File: src/hdl/pfr_pkg.sv
// shared constants and types for the feature register and phase detector
package pfr_pkg;
   // feature register layout (register bit index = parallel line number)
   localparam int FEAT_W         = 8;
   localparam int BIT_OUT_DIS    = 0;  // serial index 7
   localparam int BIT_PRESC_OUT  = 1;  // serial index 6
   localparam int BIT_MOD_SEL_OUT = 2; // serial index 5
   localparam int BIT_CNT_LOAD   = 3;  // serial index 4
   localparam int BIT_PWR_DOWN   = 4;  // serial index 3
   localparam logic [7:0] FEAT_RESET = 8'h00;
   localparam int SYNC_STAGES    = 2;

   // decoded feature controls
   typedef struct packed {
      logic pwr_down;
      logic cnt_load;
      logic mod_sel_out;
      logic presc_out;
      logic out_dis;
   } pfr_ctrl_s;
endpackage

File: src/hdl/pfr_feature_pd.sv
// feature control register with parallel/serial load and phase/frequency detector
// Summary of operation
// - parallel mode: data lines captured on rising feature write strobe
// - serial mode: bits shifted on shift-clock rise while strobe high, first to bit 7
// - serial bits reach active register only on strobe falling edge
// - each feature function active when its bit is one
// - power-down bit disables everything except the programming interface
// - counter-load bit forces continuous counter load
// - modulus-select bit drives modulus select onto test output
// - prescaler bit drives raw prescaler output onto test output while modulus-select bit is clear
// - phase detector reacts only to rising divided clock edges
// - divided VCO leading pulses pump-down low
// - divided reference leading pulses pump-up low
// - pump pulse width follows phase offset
// - lock filter node is NAND of both pump waveforms
// - open-drain lock detect equals AND of pump waveforms
// - feature bits act only while feature-enable input is low
`timescale 1ns/100ps
module pfr_feature_pd #(
   parameter int FEAT_W = pfr_pkg::FEAT_W
) (
   // clock and reset
   input  wire logic              mclk,
   input  wire logic              rst,
   // programming port pins
   input  wire logic              feat_enable_n,
   input  wire logic              serial_sel,
   input  wire logic              feat_wr,
   input  wire logic              serial_load,
   input  wire logic              shift_clk,
   input  wire logic              serial_data,
   input  wire logic [FEAT_W-1:0] par_data,
   // internal prescaler signals
   input  wire logic              modulus_select,
   input  wire logic              presc_raw,
   // divided clocks from counters
   input  wire logic              main_divided_clk,
   input  wire logic              ref_divided_clk,
   // controls to the core
   output logic                   core_pwr_down,
   output logic                   counter_load,
   output logic                   test_out,
   output logic                   main_div_out,
   output logic                   main_div_oe_n,
   output logic                   ref_div_out,
   output logic                   ref_div_oe_n,
   // phase detector and lock outputs
   output logic                   pump_up_n,
   output logic                   pump_down_n,
   output logic                   lock_filter,
   output logic                   lock_detect_out,
   output logic                   lock_detect_oe_n
);

   // two-flop synchronisers for all pins
   // sync1 and sync2 form the synchroniser proper; sync3 is a plain
   // history stage read only by the edge detectors below
   // latency: pin edge to feature register is three mclk cycles,
   // one more to the registered control outputs
   // pins are slow against mclk: every level must stand three cycles
   localparam int NS = 8;
   logic [NS-1:0]     sync1;
   logic [NS-1:0]     sync2;
   logic [NS-1:0]     sync3;
   logic [FEAT_W-1:0] pd_s1;
   logic [FEAT_W-1:0] pd_s2;
   logic [NS-1:0]     pins;
   // bit order of the pin vector, msb first
   assign pins = {feat_enable_n, serial_sel, feat_wr, serial_load, shift_clk,
                  serial_data, main_divided_clk, ref_divided_clk};

   always_ff @(posedge mclk) begin
      if (rst) begin
         sync1 <= '0;
         sync2 <= '0;
         sync3 <= '0;
         pd_s1 <= '0;
         pd_s2 <= '0;
      end else begin
         sync1 <= pins;
         sync2 <= sync1;
         sync3 <= sync2;
         pd_s1 <= par_data;
         pd_s2 <= pd_s1;
      end
   end

   // synchronised pin levels
   logic en_n_s, ser_s, wr_s, sload_s, sclk_s, sdat_s, main_s, ref_s;
   assign {en_n_s, ser_s, wr_s, sload_s, sclk_s, sdat_s, main_s, ref_s} = sync2;

   // one-cycle edge pulses from synchronised level and its history
   // sync3 starts at zero like the idle pins, so no false edge after reset
   logic wr_rise, wr_fall, sclk_rise, main_rise, ref_rise;
   assign wr_rise   = wr_s & ~sync3[5];
   assign wr_fall   = ~wr_s & sync3[5];
   assign sclk_rise = sclk_s & ~sync3[3];
   assign main_rise = main_s & ~sync3[1];
   assign ref_rise  = ref_s & ~sync3[0];

   // feature register: shift stage and active buffer
   // parallel loads go straight to the active buffer; serial loads fill
   // the shift stage and reach the buffer only when the strobe drops,
   // so the controls never show half-shifted bits
   logic [FEAT_W-1:0] shift_reg, next_shift_reg, feat_reg, next_feat_reg;

   always_comb begin
      next_shift_reg = shift_reg;
      next_feat_reg  = feat_reg;
      if (!ser_s) begin
         if (wr_rise)
            next_feat_reg = pd_s2;
      end else begin
         if (wr_s && !sload_s && sclk_rise)
            next_shift_reg = {shift_reg[FEAT_W-2:0], sdat_s};
         if (wr_fall)
            next_feat_reg = shift_reg;
      end
   end

   always_ff @(posedge mclk) begin
      if (rst) begin
         shift_reg <= pfr_pkg::FEAT_RESET;
         feat_reg  <= pfr_pkg::FEAT_RESET;
      end else begin
         shift_reg <= next_shift_reg;
         feat_reg  <= next_feat_reg;
      end
   end

   // decoded controls, gated by feature enable
   pfr_pkg::pfr_ctrl_s ctrl;
   always_comb begin
      ctrl = '0;
      if (!en_n_s) begin
         ctrl.pwr_down  = feat_reg[pfr_pkg::BIT_PWR_DOWN];
         ctrl.cnt_load  = feat_reg[pfr_pkg::BIT_CNT_LOAD];
         ctrl.mod_sel_out = feat_reg[pfr_pkg::BIT_MOD_SEL_OUT];
         ctrl.presc_out = feat_reg[pfr_pkg::BIT_PRESC_OUT];
         ctrl.out_dis   = feat_reg[pfr_pkg::BIT_OUT_DIS];
      end
   end

   // phase/frequency detector state
   // a rising edge sets its flag; when both flags would be set they clear
   // together, so coincident edges give no pulse and a pulse lasts exactly
   // from the leading edge to the lagging one
   logic up_st, dn_st, next_up_st, next_dn_st;
   always_comb begin
      next_up_st = up_st;
      next_dn_st = dn_st;
      if (ctrl.pwr_down) begin
         next_up_st = 1'b0;
         next_dn_st = 1'b0;
      end else begin
         if (ref_rise) next_up_st = 1'b1;
         if (main_rise) next_dn_st = 1'b1;
         if (next_up_st && next_dn_st) begin
            next_up_st = 1'b0;
            next_dn_st = 1'b0;
         end
      end
   end

   always_ff @(posedge mclk) begin
      if (rst) begin
         up_st <= 1'b0;
         dn_st <= 1'b0;
      end else begin
         up_st <= next_up_st;
         dn_st <= next_dn_st;
      end
   end

   // test output source select, modulus select has priority
   logic next_test_out;
   always_comb begin
      next_test_out = 1'b0;
      if (!ctrl.pwr_down) begin
         if (ctrl.mod_sel_out)    next_test_out = modulus_select;
         else if (ctrl.presc_out) next_test_out = presc_raw;
      end
   end

   // registered outputs
   // power-down idles everything here but leaves the feature port alive
   // pump and lock outputs use the next detector state so all four agree
   always_ff @(posedge mclk) begin
      if (rst) begin
         core_pwr_down    <= 1'b0;
         counter_load     <= 1'b0;
         test_out         <= 1'b0;
         main_div_out     <= 1'b0;
         main_div_oe_n    <= 1'b1;
         ref_div_out      <= 1'b0;
         ref_div_oe_n     <= 1'b1;
         pump_up_n        <= 1'b1;
         pump_down_n      <= 1'b1;
         lock_filter      <= 1'b0;
         lock_detect_out  <= 1'b0;
         lock_detect_oe_n <= 1'b1;
      end else begin
         core_pwr_down    <= ctrl.pwr_down;
         counter_load     <= ctrl.cnt_load & ~ctrl.pwr_down;
         test_out         <= next_test_out;
         main_div_out     <= main_s & ~ctrl.pwr_down;
         main_div_oe_n    <= ctrl.out_dis | ctrl.pwr_down;
         ref_div_out      <= ref_s & ~ctrl.pwr_down;
         ref_div_oe_n     <= ctrl.out_dis | ctrl.pwr_down;
         pump_up_n        <= ~next_up_st;
         pump_down_n      <= ~next_dn_st;
         lock_filter      <= ~(~next_up_st & ~next_dn_st);
         lock_detect_out  <= 1'b0;
         // open drain: pulled low when lock node is high
         lock_detect_oe_n <= ~(next_up_st | next_dn_st);
      end
   end

endmodule

File: config.mk
export PLATFORM = sky130hd
export DESIGN_NAME = pfr_feature_pd
export DESIGN_NICKNAME = d
export VERILOG_FILES = /design/src/hdl/pfr_pkg.sv /design/src/hdl/pfr_feature_pd.sv
export SDC_FILE = /design/constraint.sdc
export NUM_CORES = 1
export LEC_CHECK = 0
export BUFFER_PORTS_ARGS = -buffer_cell sky130_fd_sc_hd__clkbuf_2
export CORE_ASPECT_RATIO = 2
export CORE_UTILIZATION = 55
export DETAILED_ROUTE_END_ITERATION = 8
export PLACE_DENSITY = 0.78
export SYNTH_ARGS = -nofsm -noshare
export SYNTH_HDL_FRONTEND = slang
export SYNTH_SLANG_ARGS = --single-unit
File: constraint.sdc
create_clock -name mclk -period 3.7 [get_ports mclk]
set_input_delay 0.37 -clock mclk [delete_from_list [all_inputs] [get_ports mclk]]
set_output_delay 0.37 -clock mclk [all_outputs]
set_load 0.01 [all_outputs]
==> impl_metrics.json <==
{
  "clk_pin_slew_worst_paths_ps": 80,
  "cts.sinks": 52,
  "antenna_found_initial": 0,
  "drc_errors": 0,
  "core_um2": 2940,
  "power_frac_seq_pct": 58.4,
  "ir_drop_mv": 0.320,
  "drive_above_1_share_pct": 21.7,
  "power.switching_uw": 200,
  "layout.cell_area.non_filler_um2": 1920,
  "yosysMostFrequentCell": "dfxtp_1",
  "dieHeight_um": 80.5,
  "numPortBuffers": 27,
  "finalCriticalPeriod_ps": 1590,
  "power_density_nw_per_um2": 528,
  "synth_top_area_share_pct": 61.4,
  "n_antenna_cell": 0,
  "cts_tree": "yes",
  "placed_cell_area_um2": 1810,
  "multi_input_area_um2": 573,
  "max_slew_margin_pct": 49.3,
  "start_util_pct": 57.6,
  "hold_viol": 0,
  "synth_area_um2": 1690,
  "synth.avg_cell_area_um2": 11.4,
  "routabilityCongestion": 0.721,
  "die_w_um": 41.2,
  "p_clk_share_pct": 36.2,
  "internal-power_uw": 812,
  "postCtsSetupBuffers": 0,
  "p_leak_nw": 0.788,
  "die_area_um2": 3320,
  "setup-tns-final_ps": 0,
  "cts_inserted_buffers": 5,
  "required_ps": 3850,
  "fillers": 260,
  "totalPowerFinal_mw": 1.01,
  "r2r_setup_slack_ps": 2110,
  "drtIter0Drc": 14,
  "dp_hpwl_um": 1630,
  "slew_violations": 0,
  "postSynthNetCount": 169,
  "worstHoldPathType": "in2reg",
  "synthArstFlopShare_pct": 0,
  "cp_max_fo": 13,
  "fin_nets": 194,
  "drv_cap": 0,
  "ys_top_cells_by_count": "dfxtp_1, nor2b_1, nand2b_1",
  "reg_top3": "sync1: 8 flops, sync2: 8 flops",
  "synth-seq-cells": 52,
  "seqCellArea_um2": 1040,
  "grt_max_degree": 45,
  "synth_edf_count": 0,
  "rows": 28,
  "fin_ws_ps": 2110,
  "yosys.area.top_type": "dfxtp_1",
  "cp_data_arrival_time_ps": 1740,
  "pre_cts_slack_ps": 2030,
  "critPathLaunchType": "flop",
  "clockBufferDepth": 2,
  "routedWlPerCell_um": 11.1,
  "syn_inst": 149,
  "setup_viol": 0,
  "max_clock_freq_ghz": 0.628,
  "grt_pass1_vias": 911,
  "placed_cells": 197,
  "htreeDepth": 2,
  "grt_first_pass_wirelength_um": 3650,
  "synth.yosys.seq_area_share_pct": 61.4,
  "ys_types": 28,
  "io_pins": 32,
  "final_core_utilization_pct": 65.1,
  "finClkSkew_ps": 4.79,
  "worst_pin_slew_ps": 760,
  "grt_remaining_overflow": 0,
  "ctsHoldBuffers": 0,
  "routed_wl_um": 2270,
  "outcome": "finished clean",
  "grt_util_all_layers_pct": 16.4,
  "insertion_delay_ps": 300,
  "p_sw_share_pct": 19.8,
  "ys_top_cells_by_area": "dfxtp_1, nor2b_1, nand2b_1, mux2i_1, a221oi_1",
  "clockRootBuffer": "clkbuf_8",
  "vias": 1030,
  "ant_nets": 0,
  "pwr-share-comb_pct": 5.4,
  "holdWs_ps": 275,
  "final_cells": 205,
  "viasPerCell": 5.02,
  "worstSetupPathType": "reg2reg",
  "end_kind": "flop",
  "yosys_warnings": 0,
  "synth_ff_type": "dfxtp_1",
  "finalCritPeriodShare_pct": 43.0,
  "rsz0062_at_grt": "false",
  "dr.pass1.iters": 4,
  "cts_resized": 0,
  "syn2layout_area_growth_pct": 13.1
}
[area by class of cell]
class,instances,area share [%]
tap,30,1.96
inverter,6,1.17
multi-input combinational,82,29.9
timing repair buffer,27,7.05
clock inverter,2,1.83
sequential,52,54.3
clock buffer,6,3.79
[kinds of logic (layout without fill, tap and decap cells)]
| group | after synthesis | in the layout | share of synthesized area, % |
|---|---|---|---|
| buffers and inverters | 15 | 41 | 4.73 |
| DFF | 52 | 52 | 61.4 |
| muxes | 5 | 5 | 2.95 |
| other | 1 | 1 | 0.221 |
| and+or+nand+nor | 60 | 60 | 23.0 |
| AOI/OAI and AO/OA | 16 | 16 | 7.68 |
[metal layers]
layer  part of all wire, %  GRT usage, %  up-vias
met2                    56          29.1       30
met5                     0             0        -
li1                      -             -      532
met3                   4.4          5.80        7
met4                   2.5          8.71        0
met1                    37          14.5      461
[cells in the final DEF, fill, tap and decap left out]
cell type / netlist / layout
dfxtp_1: 52 / 52
nor2b_1: 31 / 31
clkbuf_2: 0 / 27
nand2b_1: 9 / 9
inv_1: 6 / 6
mux2i_1: 5 / 5
a221oi_1: 5 / 5
a311oi_1: 5 / 5
clkbuf_8: 0 / 5
and2b_1: 4 / 4
and2_1: 4 / 4
nand2_1: 3 / 3
a211oi_1: 2 / 2
o21ai_0: 2 / 2
nor2b_2: 1 / 1
nand3b_1: 1 / 1
nor3b_2: 1 / 1
nand3b_2: 1 / 1
or3b_1: 1 / 1
o211a_1: 1 / 1
nor2_1: 1 / 1
nor3_1: 1 / 1
nand3_1: 1 / 1
o21a_1: 1 / 1
and2b_4: 1 / 1
conb_1: 1 / 1
clkinv_2: 0 / 1
clkbuf_1: 5 / 1
bufinv_16: 0 / 1
[power by group through the flow]
stage | Sequential (mW) | Clock [mW] | Combinational, mW
final | 0.591 | 0.366 | 0.0550
after global routing | 0.595 | 0.396 | 0.0618
after CTS | 0.591 | 0.375 | 0.0559
after detailed placement | 0.605 | 0 | 0.0557
after global placement | 0.603 | 0 | 0.0534
after floorplan | 0.604 | 0 | 0.0389
[worst max-delay path, cell delays in order (launching register included)]
cell and delay [ps]:
dfxtp_1 440, or3b_1 570, a221oi_1 350, a311oi_1 90
[path summary, 6_finish.rpt]
check | start | end | depth (start not counted)
worst min register to register | sync1[4]$_SDFF_PP0_ | sync2[4]$_SDFF_PP0_ | 1
worst max-delay path | sync2[6]$_SDFF_PP0_ | feat_reg[1]$_SDFFE_PP0P_ | 3
worst min-delay path | ref_divided_clk | sync1[0]$_SDFF_PP0_ | 2
worst max register to register | sync2[6]$_SDFF_PP0_ | feat_reg[1]$_SDFFE_PP0P_ | 3
Note: power is estimated with default switching activity, not from simulation.
